<file path="src/rtl/apm_defs.svh">
`ifndef APM_DEFS_SVH
`define APM_DEFS_SVH
// Serial-clock falling-edge thresholds
`define APM_EDGE_GLITCH 5'h02
`define APM_EDGE_KEEP 5'h0A
`define APM_EDGE_TH_TRACK 5'h0D
`define APM_EDGE_FRAME 5'h10
// Result width and leading zeros
`define APM_RES_W 12
`define APM_LEAD_ZEROS 4
// Power-up time in ns and its cycle count at 10 ns
`define APM_PWRUP_NS 1000
`define APM_CLK_NS 10
`define APM_PWRUP_CYC ((`APM_PWRUP_NS + `APM_CLK_NS - 1) / `APM_CLK_NS)
// Quiet time in ns and cycles
`define APM_QUIET_NS 60
`define APM_QUIET_CYC ((`APM_QUIET_NS + `APM_CLK_NS - 1) / `APM_CLK_NS)
// Host serial-clock half period in mclk cycles, less one
`define APM_SCLK_HALF 8'h06
`endif

</file>
<file path="src/rtl/apm_pkg.sv">
package apm_pkg;
  typedef enum logic [1:0] {APM_NORMAL, APM_POWER_DOWN, APM_POWERING_UP}
    apm_power_t;
  typedef enum logic [2:0] {APM_H_IDLE, APM_H_LEAD, APM_H_LOW, APM_H_HIGH,
    APM_H_QUIET} apm_host_state_t;
endpackage : apm_pkg

</file>
<file path="src/rtl/apm_link_if.sv">
`timescale 1ns/1ps
interface apm_link_if;
  logic cs_n;
  logic sclk;
  logic serial_out;
  logic serial_out_oe;
  modport device (
    input cs_n,
    input sclk,
    output serial_out,
    output serial_out_oe
  );
  modport host (
    output cs_n,
    output sclk,
    input serial_out,
    input serial_out_oe
  );
endinterface : apm_link_if

</file>
<file path="src/rtl/apm_sync.sv">
`timescale 1ns/1ps
module apm_sync (
  // Clock and reset
  input wire logic mclk,
  input wire logic rst_n,
  // Raw pin and cleaned result
  input wire logic pin,
  output logic level,
  output logic rise,
  output logic fall
);
  logic [2:0] stage;
  logic [2:0] next_stage;
  logic next_level;

  // A change is taken only once the second and third stages agree
  always_comb begin
    next_stage = {stage[1:0], pin};
    next_level = level;
    if (stage[2] == stage[1]) begin
      next_level = stage[2];
    end
  end

  always_ff @(posedge mclk or negedge rst_n) begin
    if (!rst_n) begin
      stage <= 3'h7;
      level <= 1'b1;
    end else begin
      stage <= next_stage;
      level <= next_level;
    end
  end

  assign rise = next_level & ~level;
  assign fall = ~next_level & level;
endmodule : apm_sync

</file>
<file path="src/rtl/apm_device.sv">
`timescale 1ns/1ps
`include "apm_defs.svh"
module apm_device (
  // Clock and reset
  input wire logic mclk,
  input wire logic rst_n,
  // Link
  apm_link_if.device link,
  // Converter side
  input wire logic [`APM_RES_W-1:0] sample,
  input wire logic start_powered,
  output logic powered,
  output logic analog_on,
  output logic tracking,
  output logic result_valid,
  output logic [`APM_RES_W-1:0] result_word
);
  logic cs_lvl, cs_rise, cs_fall, sck_rise, sck_fall;
  logic next_powered;
  logic started, next_started, pwr_done, next_pwr_done;
  logic was_down, next_was_down, so_oe, next_so_oe, so_bit, next_so_bit;
  logic next_analog_on, next_tracking, next_result_valid;
  logic [4:0] edges, next_edges;
  logic [15:0] shreg, next_shreg;
  logic [`APM_RES_W-1:0] next_result_word;
  logic [7:0] pwr_cnt, next_pwr_cnt;
  apm_pkg::apm_power_t mode, next_mode;

  // Both pins idle high, so the synchronisers reset high and no false
  // edge follows reset
  apm_sync u_cs (.mclk(mclk), .rst_n(rst_n), .pin(link.cs_n),
    .level(cs_lvl), .rise(cs_rise), .fall(cs_fall));
  apm_sync u_sck (.mclk(mclk), .rst_n(rst_n), .pin(link.sclk),
    .level(), .rise(sck_rise), .fall(sck_fall));

  // Fall count once one more serial-clock fall is taken
  function automatic logic [4:0] bump(input logic [4:0] n);
    return n + 5'h01;
  endfunction : bump

  // Rise of select picks the power state from the falls counted so far
  function automatic apm_pkg::apm_power_t pick_mode(
    input apm_pkg::apm_power_t cur,
    input logic [4:0] n
  );
    pick_mode = cur;
    if (n < `APM_EDGE_GLITCH) begin
      // Glitch: a waking device drops back, a powered one stays up
      if (cur == apm_pkg::APM_POWERING_UP) begin
        pick_mode = apm_pkg::APM_POWER_DOWN;
      end
    end else if (n < `APM_EDGE_KEEP) begin
      pick_mode = apm_pkg::APM_POWER_DOWN;
    end else begin
      pick_mode = apm_pkg::APM_NORMAL;
    end
  endfunction : pick_mode

  always_comb begin
    next_mode = mode;
    next_edges = edges;
    next_shreg = shreg;
    next_so_oe = so_oe;
    next_so_bit = so_bit;
    next_tracking = tracking;
    next_result_valid = 1'b0;
    next_result_word = result_word;
    next_was_down = was_down;
    next_pwr_cnt = pwr_cnt;
    next_pwr_done = pwr_done;
    next_started = started;
    // Power-on mode is taken from a strap after reset release
    if (!started) begin
      next_started = 1'b1;
      next_mode = start_powered ? apm_pkg::APM_NORMAL
                                : apm_pkg::APM_POWER_DOWN;
    end else if (cs_fall) begin
      next_edges = 5'h00;
      next_shreg = {`APM_LEAD_ZEROS'(0), sample};
      // Output leaves high impedance showing the first leading zero
      next_so_oe = 1'b1;
      next_so_bit = 1'b0;
      // A frame begun outside normal mode is the wake frame: no result
      next_was_down = (mode != apm_pkg::APM_NORMAL);
      next_pwr_cnt = 8'h00;
      next_pwr_done = 1'b0;
      if (mode != apm_pkg::APM_NORMAL) begin
        next_mode = apm_pkg::APM_POWERING_UP;
      end else begin
        next_tracking = 1'b0;
      end
    end else if (cs_rise) begin
      next_so_oe = 1'b0;
      next_mode = pick_mode(mode, edges);
      if (next_mode == apm_pkg::APM_POWER_DOWN) begin
        next_tracking = 1'b0;
      end else begin
        next_tracking = 1'b1;
      end
    end else if (!cs_lvl) begin
      if (mode == apm_pkg::APM_POWERING_UP) begin
        // Counts only while select stays low; each select fall restarts it
        if (pwr_cnt != 8'(`APM_PWRUP_CYC)) begin
          next_pwr_cnt = pwr_cnt + 8'h01;
        end else begin
          next_pwr_done = 1'b1;
        end
      end
      if ((sck_rise || sck_fall) && was_down && edges == 5'h00) begin
        next_tracking = 1'b1;
      end
      if (sck_fall && edges != `APM_EDGE_FRAME) begin
        next_edges = bump(edges);
        next_shreg = {shreg[14:0], 1'b0};
        next_so_bit = shreg[14];
        // Back to track after the thirteenth fall, ready for the next
        // sample while the last bits still shift out
        if (bump(edges) == `APM_EDGE_TH_TRACK) begin
          next_tracking = 1'b1;
        end
        if (bump(edges) == `APM_EDGE_FRAME) begin
          next_so_oe = 1'b0;
          next_result_word = sample;
          next_result_valid = !was_down;
        end
      end
    end
  end

  // Analog power follows mode; off in power-down
  always_comb begin
    next_analog_on = (next_mode != apm_pkg::APM_POWER_DOWN);
  end

  always_ff @(posedge mclk or negedge rst_n) begin
    if (!rst_n) begin
      mode <= apm_pkg::APM_NORMAL;
      started <= 1'b0;
      edges <= 5'h00;
      shreg <= 16'h0000;
      so_oe <= 1'b0;
      so_bit <= 1'b0;
      tracking <= 1'b1;
      analog_on <= 1'b0;
      result_valid <= 1'b0;
      result_word <= 12'h000;
      was_down <= 1'b0;
      pwr_cnt <= 8'h00;
      pwr_done <= 1'b0;
    end else begin
      mode <= next_mode;
      started <= next_started;
      edges <= next_edges;
      shreg <= next_shreg;
      so_oe <= next_so_oe;
      so_bit <= next_so_bit;
      tracking <= next_tracking;
      analog_on <= next_analog_on;
      result_valid <= next_result_valid;
      result_word <= next_result_word;
      was_down <= next_was_down;
      pwr_cnt <= next_pwr_cnt;
      pwr_done <= next_pwr_done;
    end
  end

  // Held low until the strap is taken, so a start in power-down never
  // shows powered for a cycle; high in waking mode only after the wait
  always_comb begin
    next_powered = started && ((mode == apm_pkg::APM_NORMAL) ||
      (mode == apm_pkg::APM_POWERING_UP && pwr_done));
  end

  always_ff @(posedge mclk or negedge rst_n) begin
    if (!rst_n) begin
      powered <= 1'b0;
    end else begin
      powered <= next_powered;
    end
  end

  assign link.serial_out = so_bit;
  assign link.serial_out_oe = so_oe;
endmodule : apm_device

</file>
<file path="src/flat_wrapper.sv">
// flat-port wrapper written by rule: the top's interface ports become plain ports
module apm_device_flat 
  (mclk, rst_n, sample, start_powered, powered, analog_on, tracking, result_valid, result_word, link_cs_n, link_sclk, link_serial_out, link_serial_out_oe);
  apm_link_if link_i ();
  input wire logic mclk;
  input wire logic rst_n;
  input wire logic [`APM_RES_W-1:0] sample;
  input wire logic start_powered;
  output logic powered;
  output logic analog_on;
  output logic tracking;
  output logic result_valid;
  output logic [`APM_RES_W-1:0] result_word;
  input wire logic [$bits(link_i.cs_n)-1:0] link_cs_n;
  input wire logic [$bits(link_i.sclk)-1:0] link_sclk;
  output wire logic [$bits(link_i.serial_out)-1:0] link_serial_out;
  output wire logic [$bits(link_i.serial_out_oe)-1:0] link_serial_out_oe;
  assign link_i.cs_n = link_cs_n;
  assign link_i.sclk = link_sclk;
  assign link_serial_out = link_i.serial_out;
  assign link_serial_out_oe = link_i.serial_out_oe;
  apm_device u_core (.mclk(mclk), .rst_n(rst_n), .link(link_i), .sample(sample), .start_powered(start_powered), .powered(powered), .analog_on(analog_on), .tracking(tracking), .result_valid(result_valid), .result_word(result_word));
endmodule
</file>
<file path="config.mk">
export PLATFORM = sky130hd
export DESIGN_NAME = apm_device_flat
export DESIGN_NICKNAME = d
export VERILOG_FILES = /design/src/rtl/apm_pkg.sv /design/src/rtl/apm_link_if.sv /design/src/rtl/apm_sync.sv /design/src/rtl/apm_device.sv /design/src/flat_wrapper.sv
export VERILOG_INCLUDE_DIRS = /design/src /design/src/rtl
export SDC_FILE = /design/constraint.sdc
export NUM_CORES = 1
export LEC_CHECK = 0
export ABC_CLOCK_PERIOD_IN_PS = 5300
export BUFFER_PORTS_ARGS = -buffer_cell sky130_fd_sc_hd__buf_4
export CORE_MARGIN = 2
export CORE_UTILIZATION = 60
export CTS_BUF_LIST = sky130_fd_sc_hd__clkbuf_8
export DETAILED_ROUTE_END_ITERATION = 16
export GPL_TIMING_DRIVEN = 0
export PLACE_DENSITY_LB_ADDON = 0.08
export SETUP_SLACK_MARGIN = 0.4
export SLEW_MARGIN = 25
export SYNTH_ARGS = -nofsm -noshare
export SYNTH_HDL_FRONTEND = slang
export SYNTH_SLANG_ARGS = --single-unit
</file>
<file path="constraint.sdc">
create_clock -name mclk -period 5.3 [get_ports mclk]
set_input_delay 0.795 -clock mclk [delete_from_list [all_inputs] [get_ports mclk]]
set_output_delay 0.795 -clock mclk [all_outputs]
set_load 0.01 [all_outputs]
</file>
==> impl_metrics.prom, run 1 <==
# TYPE chip_impl_metric gauge
chip_impl_metric{name="p_comb_share",unit="%"} 22.6
chip_impl_metric{name="worstSkewPairLatency",unit="ns"} 0.33
chip_impl_metric{name="vdd_drop_max",unit="V"} 0.000260
chip_impl_metric{name="final_net_count",unit=""} 328
chip_impl_metric{name="grt_overflow_total",unit=""} 0
chip_impl_metric{name="drtIter0Drc",unit=""} 168
chip_impl_metric{name="gr-usage-met3",unit="%"} 4.07
chip_impl_info{name="cp-start-kind",value="flop"} 1
chip_impl_metric{name="worst-endpoint-required",unit="ns"} 5.50
chip_impl_metric{name="dieArea",unit="um^2"} 5490
chip_impl_info{name="timing_worst_setup_path_type",value="flop to flop"} 1
chip_impl_info{name="tritoncts_clock_tree",value="yes"} 1
chip_impl_info{name="setup.worst_path.end_class",value="flop"} 1
chip_impl_metric{name="floorplan.initialDensity",unit="%"} 62.5
chip_impl_metric{name="place.gp.congestion",unit=""} 0.800
chip_impl_metric{name="place_hpwl",unit="um"} 3820
chip_impl_metric{name="timing.critical_path.arrival",unit="ns"} 2.75
chip_impl_metric{name="avgViaCountPerCell",unit=""} 5.70
chip_impl_metric{name="synthesized_cell_area",unit="um^2"} 2950
chip_impl_metric{name="htreeDepth",unit=""} 3
chip_impl_metric{name="cts_num_sinks",unit=""} 59
chip_impl_metric{name="drv_slew",unit=""} 0
chip_impl_metric{name="drive_above_1_share",unit="%"} 27.0
chip_impl_metric{name="leakagePower",unit="uW"} 0.00165
chip_impl_metric{name="routed_wire_length_per_instance",unit="um"} 14.9
chip_impl_metric{name="grt_first_pass_wirelength",unit="um"} 9290
chip_impl_info{name="r2r_end",value="u_core.edges[3]"} 1
chip_impl_metric{name="ctsLongestPathBuffers",unit=""} 2
chip_impl_metric{name="worstRegToRegCells",unit=""} 10
chip_impl_metric{name="grt_max_degree",unit=""} 60
chip_impl_metric{name="design.portCount",unit=""} 35
chip_impl_metric{name="area_delta_synth_final",unit="%"} 17.3
chip_impl_metric{name="post-route-period-util",unit="%"} 48.2
chip_impl_metric{name="die_width",unit="um"} 74.1
chip_impl_metric{name="tightest_slew",unit="ns"} 0.714
chip_impl_metric{name="power.share.sequential",unit="%"} 49.2
chip_impl_metric{name="synth_nets",unit=""} 283
chip_impl_metric{name="drc_errors",unit=""} 0
chip_impl_metric{name="detail-route-antenna-nets",unit=""} 0
chip_impl_info{name="outcome",value="finished clean"} 1
chip_impl_info{name="most_used_dff_post_synth",value="dfrtp_1"} 1
chip_impl_info{name="critPathCapture",value="u_core.edges[3]"} 1
chip_impl_metric{name="intPower",unit="uW"} 876
chip_impl_metric{name="max_freq",unit="MHz"} 392
chip_impl_metric{name="globalRouteTotalUtil",unit="%"} 22.5
chip_impl_metric{name="cts-buffers-inserted",unit=""} 9
chip_impl_info{name="rsz0062_at_grt",value="false"} 1
chip_impl_metric{name="register_bit_total_from_synthesis",unit=""} 59
chip_impl_metric{name="synth_enable_flop_cells",unit=""} 0
chip_impl_metric{name="ff2ff_setup_slack",unit="ns"} 2.75
chip_impl_info{name="post-synth-top-count-cell",value="dfrtp_1"} 1
chip_impl_metric{name="time_the_final_worst_path_needs_with_i_o_delays_and_setup",unit="ns"} 2.55
chip_impl_metric{name="timing.max_cap.violations",unit=""} 0
chip_impl_metric{name="sequential_cell_area",unit="um^2"} 1490
chip_impl_info{name="gr-max-usage-layer",value="met2"} 1
chip_impl_info{name="synth_top_cells_by_count",value="dfrtp_1, mux2_1, nand2_1"} 1
chip_impl_info{name="holdCritPathClass",value="flop to flop"} 1
chip_impl_metric{name="yosys.area.top_type_share",unit="%"} 42.4
chip_impl_metric{name="grt.met1_usage",unit="%"} 30.5
chip_impl_metric{name="io_buffer_count",unit=""} 34
chip_impl_metric{name="seq_area_frac_synth",unit="%"} 50.4
chip_impl_metric{name="vias_after_detailed_routing",unit=""} 2132
chip_impl_metric{name="setup_viol",unit=""} 0
chip_impl_metric{name="syn-mean-instance-area",unit="um^2"} 11.5
chip_impl_metric{name="power_switching_share",unit="%"} 29.3
chip_impl_metric{name="power.density_cell_area",unit="nW/um^2"} 358
chip_impl_metric{name="cts_hold_repair.buffers",unit=""} 0
chip_impl_metric{name="drt-pass1-iter-count",unit=""} 4
chip_impl_metric{name="synth-async-reset-ratio",unit="%"} 100
chip_impl_metric{name="multi_input_gate_area",unit="um^2"} 1330
chip_impl_metric{name="insertedDiodeCount",unit=""} 0
chip_impl_info{name="cp-startpoint",value="u_core.u_cs.level"} 1
chip_impl_metric{name="synth_cells",unit=""} 257
chip_impl_info{name="ys_top_cells_by_area",value="dfrtp_1, mux2_1, dfstp_2"} 1
chip_impl_metric{name="synth_cell_types",unit=""} 54
chip_impl_metric{name="place_area",unit="um^2"} 3290
chip_impl_metric{name="finish.instance_area",unit="um^2"} 3460
chip_impl_metric{name="yosysWarningCount",unit=""} 0
chip_impl_info{name="root_buffer_cell",value="clkbuf_8"} 1
chip_impl_metric{name="use_met2",unit="%"} 35.6
chip_impl_metric{name="final_critical_path_setup_slack",unit="ns"} 2.75
chip_impl_metric{name="p_sw",unit="uW"} 362
chip_impl_metric{name="core",unit="um^2"} 4720
chip_impl_metric{name="maximum_fanout_encountered_on_the_critical_timing_path",unit=""} 10
chip_impl_metric{name="total_power",unit="uW"} 1240
chip_impl_metric{name="fillerInstances",unit=""} 362
chip_impl_metric{name="worst_slew_margin_rel",unit="%"} 52.4
chip_impl_metric{name="cts.reportedPaths.clkPinSlew",unit="ns"} 0.06
chip_impl_metric{name="pre_cts_ws",unit="ns"} 2.77
chip_impl_info{name="synth_largest_area_cell",value="dfrtp_1"} 1
chip_impl_metric{name="routed_wl",unit="um"} 5570
chip_impl_metric{name="floorplan.die.height",unit="um"} 74.1
chip_impl_metric{name="finalHoldViolations",unit=""} 0
chip_impl_metric{name="timing.clock.skew",unit="ns"} 0.00404
chip_impl_metric{name="first_global_vias",unit=""} 2026
chip_impl_metric{name="power_frac_clock",unit="%"} 28.2
chip_impl_metric{name="cts_repair_resize_count",unit=""} 0
chip_impl_info{name="rr_startpoint",value="u_core.u_cs.level"} 1
chip_impl_metric{name="grt_antenna_before_repair",unit=""} 0
chip_impl_metric{name="finalSetupTns",unit="ns"} 0
chip_impl_metric{name="rows",unit=""} 25
chip_impl_metric{name="post_cts.repair.setup_buffers",unit=""} 0
-- cells in the final DEF, fill, tap and decap left out, types with 5 or more instances in the layout --
cell / instances
a211oi_1: 5
a21oi_1: 12
a22o_1: 6
buf_2: 6
buf_4: 37
clkbuf_8: 11
dfrtp_1: 50
dfstp_2: 9
ha_1: 9
inv_1: 16
mux2_1: 23
mux2_2: 12
nand2_1: 14
nand2b_1: 6
nand3_1: 7
nor2_1: 10
o211ai_1: 5
o21ai_0: 8
-- sequential cells by signal, summed over array words and instances, names as in the netlist --
register / count
u_core.shreg: 15
u_core.result_word: 12
u_core.pwr_cnt: 8
u_core.edges: 5
u_core.u_cs.stage: 3
u_core.u_sck.stage: 3
u_core.mode: 2
u_core.analog_on: 1
u_core.link.serial_out: 1
u_core.link.serial_out_oe: 1
u_core.powered: 1
u_core.pwr_done: 1
u_core.result_valid: 1
u_core.started: 1
u_core.tracking: 1
u_core.u_cs.level: 1
u_core.u_sck.level: 1
u_core.was_down: 1
-- power groups by stage --
stage                     Clock [uW]  Sequential [uW]  Combinational (uW)
after global routing             381              621                 315
after detailed placement           0              615                 281
after global placement             0              611                 271
final                            350              609                 280
after floorplan                    0              598                 210
after CTS                        360              608                 283
-- layout make-up --
type,instances,share of cell area (%)
flip-flops and latches,59,43.0
inverters,13,1.41
clock buffers,11,4.37
well taps,67,2.42
multi-input cells,172,38.5
repair buffers,34,7.37
plain buffers,13,2.39
clock inverters,5,0.614
-- stage by stage --
stage / util, % / instances / hold WS, ns
2_1_floorplan: - / 257 / 0.345
3_3_place_gp: 69.6 / 358 / 0.346
3_5_place_dp: 69.6 / 358 / 0.347
4_1_cts: 73.3 / 374 / 0.355
5_1_grt: 73.3 / 374 / 0.357
6_report: 73.3 / 374 / 0.355
-- critical path: stages (launching register included) --
cell and delay (ns):
dfstp_2 0.59, o21a_1 0.21, a21oi_1 0.08, inv_1 0.11
ha_1 0.14, buf_2 0.20, nor3b_1 0.11, and4_1 0.23
buf_2 0.18, a2111oi_0 0.43, mux2i_1 0.13
-- worst min-delay path by stage --
stage	from	end	slack, ns	depth (start not counted)
after floorplan	u_core.u_cs.stage[0]	u_core.u_cs.stage[1]	0.35	0
after global placement	u_core.u_cs.stage[0]	u_core.u_cs.stage[1]	0.35	0
after detailed placement	u_core.u_cs.stage[0]	u_core.u_cs.stage[1]	0.35	0
after CTS	u_core.u_cs.stage[0]	u_core.u_cs.stage[1]	0.36	0
after global routing	u_core.u_cs.stage[0]	u_core.u_cs.stage[1]	0.36	0
final	u_core.u_cs.stage[0]	u_core.u_cs.stage[1]	0.36	0
-- cell families after synthesis --
logic type,after synthesis,share of synthesized area [%]
AND/OR/NAND/NOR,65,12.7
adder cells (fa/ha/maj),9,3.82
multiplexers,37,14.0
other,1,0.127
AO/OA/AOI/OAI,58,13.9
flip-flops,59,50.4
XOR/XNOR,2,0.594
buffers and inverters,26,4.45
-- per-layer routing --
metal	share of wire, %	up-vias	wire length, um
li1	-	1027	-
met1	48	1057	2670
met2	47	39	2620
met3	3.1	9	175
met4	1.8	0	99
met5	0	-	0
Power figures use the tool's default switching activity.
==> run 2, diff against run 1 <==
--- a/config.mk
+++ b/config.mk
@@ -6,7 +6,7 @@
 export SDC_FILE = /design/constraint.sdc
 export NUM_CORES = 1
 export LEC_CHECK = 0
-export ABC_CLOCK_PERIOD_IN_PS = 5300
+export ABC_CLOCK_PERIOD_IN_PS = 2500
 export BUFFER_PORTS_ARGS = -buffer_cell sky130_fd_sc_hd__buf_4
 export CORE_MARGIN = 2
 export CORE_UTILIZATION = 60
==> constraint.sdc (replaced) <==
create_clock -name mclk -period 2.5 [get_ports mclk]
set_input_delay 0.375 -clock mclk [delete_from_list [all_inputs] [get_ports mclk]]
set_output_delay 0.375 -clock mclk [all_outputs]
set_load 0.01 [all_outputs]
==> impl_metrics.prom, run 2 (synthesis gave the netlist of run 1 again) <==
# TYPE chip_impl_metric gauge
chip_impl_info{name="outcome",value="finished clean"} 1
chip_impl_metric{name="avgViaCountPerCell",unit=""} 6.14
chip_impl_info{name="timing.critical_path.cells",value="o21a_4, a21oi_4, inv_2, ha_4, buf_6, nor3b_4, nand2b_4, buf_8, buf_8, mux2_1"} 1
chip_impl_metric{name="final_util",unit="%"} 86.3
chip_impl_metric{name="die_width",unit="um"} 74.1
chip_impl_metric{name="finalHoldViolations",unit=""} 0
chip_impl_info{name="top_register",value="u_core.shreg"} 1
chip_impl_metric{name="post-route-period-util",unit="%"} 86.6
chip_impl_metric{name="wl_met1",unit="um"} 3050
chip_impl_metric{name="design.portCount",unit=""} 35
chip_impl_metric{name="detail-route-antenna-nets",unit=""} 0
chip_impl_metric{name="power_frac_clock",unit="%"} 32.5
chip_impl_metric{name="drt-pass1-iter-count",unit=""} 6
chip_impl_metric{name="intPower",unit="uW"} 2330
chip_impl_metric{name="grt_overflow_total",unit=""} 0
chip_impl_info{name="root_buffer_cell",value="clkbuf_8"} 1
chip_impl_metric{name="worst_hold_slack",unit="ns"} 0.0654
chip_impl_metric{name="setup_viol",unit=""} 0
chip_impl_metric{name="routed_wire_length_per_instance",unit="um"} 19.4
chip_impl_metric{name="worstRegToRegCells",unit=""} 10
chip_impl_metric{name="finalSetupTns",unit="ns"} 0
chip_impl_info{name="topRoutingLayerUsed",value="met4"} 1
chip_impl_metric{name="io_buffer_count",unit=""} 34
chip_impl_info{name="most-common-layout-cells",value="buf_4, dfrtp_1, mux2_4, nand2_1, inv_1"} 1
chip_impl_metric{name="tightest_slew",unit="ns"} 0.724
chip_impl_metric{name="met2RoutedLength",unit="um"} 3920
chip_impl_metric{name="floorplan.initialDensity",unit="%"} 62.5
chip_impl_metric{name="insertedDiodeCount",unit=""} 0
chip_impl_metric{name="floorplan.die.height",unit="um"} 74.1
chip_impl_info{name="tritoncts_clock_tree",value="yes"} 1
chip_impl_info{name="cp-start-kind",value="flop"} 1
chip_impl_metric{name="grt_max_degree",unit=""} 60
chip_impl_metric{name="total_power",unit="uW"} 3260
chip_impl_metric{name="leakagePower",unit="uW"} 0.00189
chip_impl_metric{name="max_freq",unit="MHz"} 462
chip_impl_metric{name="timing.clock.skew",unit="ns"} 0.00910
chip_impl_metric{name="timing.critical_path.arrival",unit="ns"} 2.40
chip_impl_metric{name="dieArea",unit="um^2"} 5490
chip_impl_metric{name="globalRouteTotalUtil",unit="%"} 26.8
chip_impl_metric{name="count_of_buffer_and_inverter_cells_on_the_critical_path",unit=""} 4
chip_impl_metric{name="grt_antenna_before_repair",unit=""} 0
chip_impl_metric{name="place.gp.congestion",unit=""} 0.801
chip_impl_metric{name="worst-endpoint-required",unit="ns"} 2.73
chip_impl_metric{name="p_comb_share",unit="%"} 27.6
chip_impl_metric{name="drive_above_1_share",unit="%"} 47.9
chip_impl_metric{name="cts.reportedPaths.clkPinSlew",unit="ns"} 0.07
chip_impl_metric{name="routed_wl",unit="um"} 7770
chip_impl_info{name="holdCritPathClass",value="primary input to asynchronous set/reset pin"} 1
chip_impl_metric{name="time_the_final_worst_path_needs_with_i_o_delays_and_setup",unit="ns"} 2.16
chip_impl_info{name="top_regs",value="u_core.shreg (15), u_core.result_word (12), u_core.pwr_cnt (8)"} 1
chip_impl_metric{name="place_hpwl",unit="um"} 3990
chip_impl_metric{name="cts_num_sinks",unit=""} 59
chip_impl_metric{name="worst_slew_margin_rel",unit="%"} 51.7
chip_impl_metric{name="vdd_drop_max",unit="V"} 0.000584
chip_impl_metric{name="cpPeakStageDelay",unit="ns"} 0.38
chip_impl_metric{name="timing.max_cap.violations",unit=""} 0
chip_impl_info{name="timing_worst_setup_path_type",value="flop to flop"} 1
chip_impl_metric{name="power_switching_share",unit="%"} 28.7
chip_impl_metric{name="drc_errors",unit=""} 0
chip_impl_metric{name="vias_after_detailed_routing",unit=""} 2462
chip_impl_info{name="crit_path_frequent_cell",value="buf_8"} 1
chip_impl_info{name="crit_family",value="buffers and inverters"} 1
chip_impl_metric{name="p_sw",unit="uW"} 935
chip_impl_info{name="rsz0062_at_grt",value="true"} 1
chip_impl_info{name="layout.cells.most_common",value="buf_4"} 1
chip_impl_metric{name="worstSetupPathDepth",unit=""} 10
chip_impl_info{name="crit_path_max_delay_cell_type",value="dfstp_2"} 1
chip_impl_metric{name="largest_register_ff_count",unit=""} 15
chip_impl_metric{name="cts-buffers-inserted",unit=""} 9
chip_impl_metric{name="ctsLongestPathBuffers",unit=""} 2
chip_impl_metric{name="fillerInstances",unit=""} 233
chip_impl_metric{name="maximum_fanout_encountered_on_the_critical_timing_path",unit=""} 5
chip_impl_metric{name="final_net_count",unit=""} 355
chip_impl_metric{name="drtIter0Drc",unit=""} 202
chip_impl_metric{name="power.share.sequential",unit="%"} 39.8
chip_impl_metric{name="htreeDepth",unit=""} 3
chip_impl_metric{name="grt_first_pass_wirelength",unit="um"} 11000
chip_impl_metric{name="rows",unit=""} 25
chip_impl_metric{name="core",unit="um^2"} 4720
chip_impl_metric{name="power.density_cell_area",unit="nW/um^2"} 801
chip_impl_metric{name="worstSkewPairLatency",unit="ns"} 0.35
chip_impl_info{name="setup.worst_path.end_class",value="flop"} 1
chip_impl_metric{name="dr_wl_met3",unit="um"} 476
chip_impl_metric{name="drv_slew",unit=""} 0
chip_impl_metric{name="first_global_vias",unit=""} 2269
chip_impl_metric{name="area_delta_synth_final",unit="%"} 38.1
==> run 2: area by class of cell <==
cell class | count | area (um^2) | area share [%]
clock inverter | 6 | 105 | 2.58
inverter | 13 | 48.8 | 1.20
sequential | 59 | 1490 | 36.6
clock buffer | 10 | 138 | 3.38
timing repair buffer | 61 | 499 | 12.3
multi-input combinational | 172 | 1580 | 38.8
buffer | 13 | 129 | 3.16
tap | 67 | 83.8 | 2.06
==> run 2: through the flow <==
stage	cell area, um^2	worst slack [ns]	instances
2_1_floorplan	3010	0.402	257
3_3_place_gp	3350	0.157	358
3_5_place_dp	3350	0.0962	358
4_1_cts	3800	0.398	390
5_1_grt	4070	0.274	401
6_report	4070	0.336	401
==> run 2: power groups by stage <==
stage,sequential (uW),clock (uW),combinational [uW]
finish,1300,1060,901
global route,1320,1110,965
CTS,1280,1060,739
detailed placement,1310,0,619
global placement,1300,0,596
floorplan,1270,0,468
==> run 2: final timing paths <==
check | slack, ns | startpoint | endpoint
setup / recovery | 0.34 | u_core.u_cs.stage[2] | u_core.shreg[8]
hold / removal | 0.07 | rst_n | u_core.shreg[14]
setup reg to reg | 0.34 | u_core.u_cs.stage[2] | u_core.shreg[8]
hold reg to reg | 0.35 | u_core.u_sck.stage[0] | u_core.u_sck.stage[1]
max in group asynchronous | 1.92 | rst_n | u_core.edges[0]
min in group mclk | 0.13 | link_cs_n | u_core.u_cs.stage[0]
==> run 2: what timing repair did <==
item / in CTS / in global routing
pin swaps: 5 / 13
buffers inserted: 15 / 10
resized for setup: 21 / 42
endpoints found under the setup margin: 46 / 42
hold buffers: 0 / 0
gates cloned: 1 / 1
==> run 2: layer usage <==
layer	GRT usage [%]	vias to the layer above
li1	-	1076
met1	34.0	1211
met2	44.2	129
met3	5.01	46
met4	13.5	0
met5	0	-
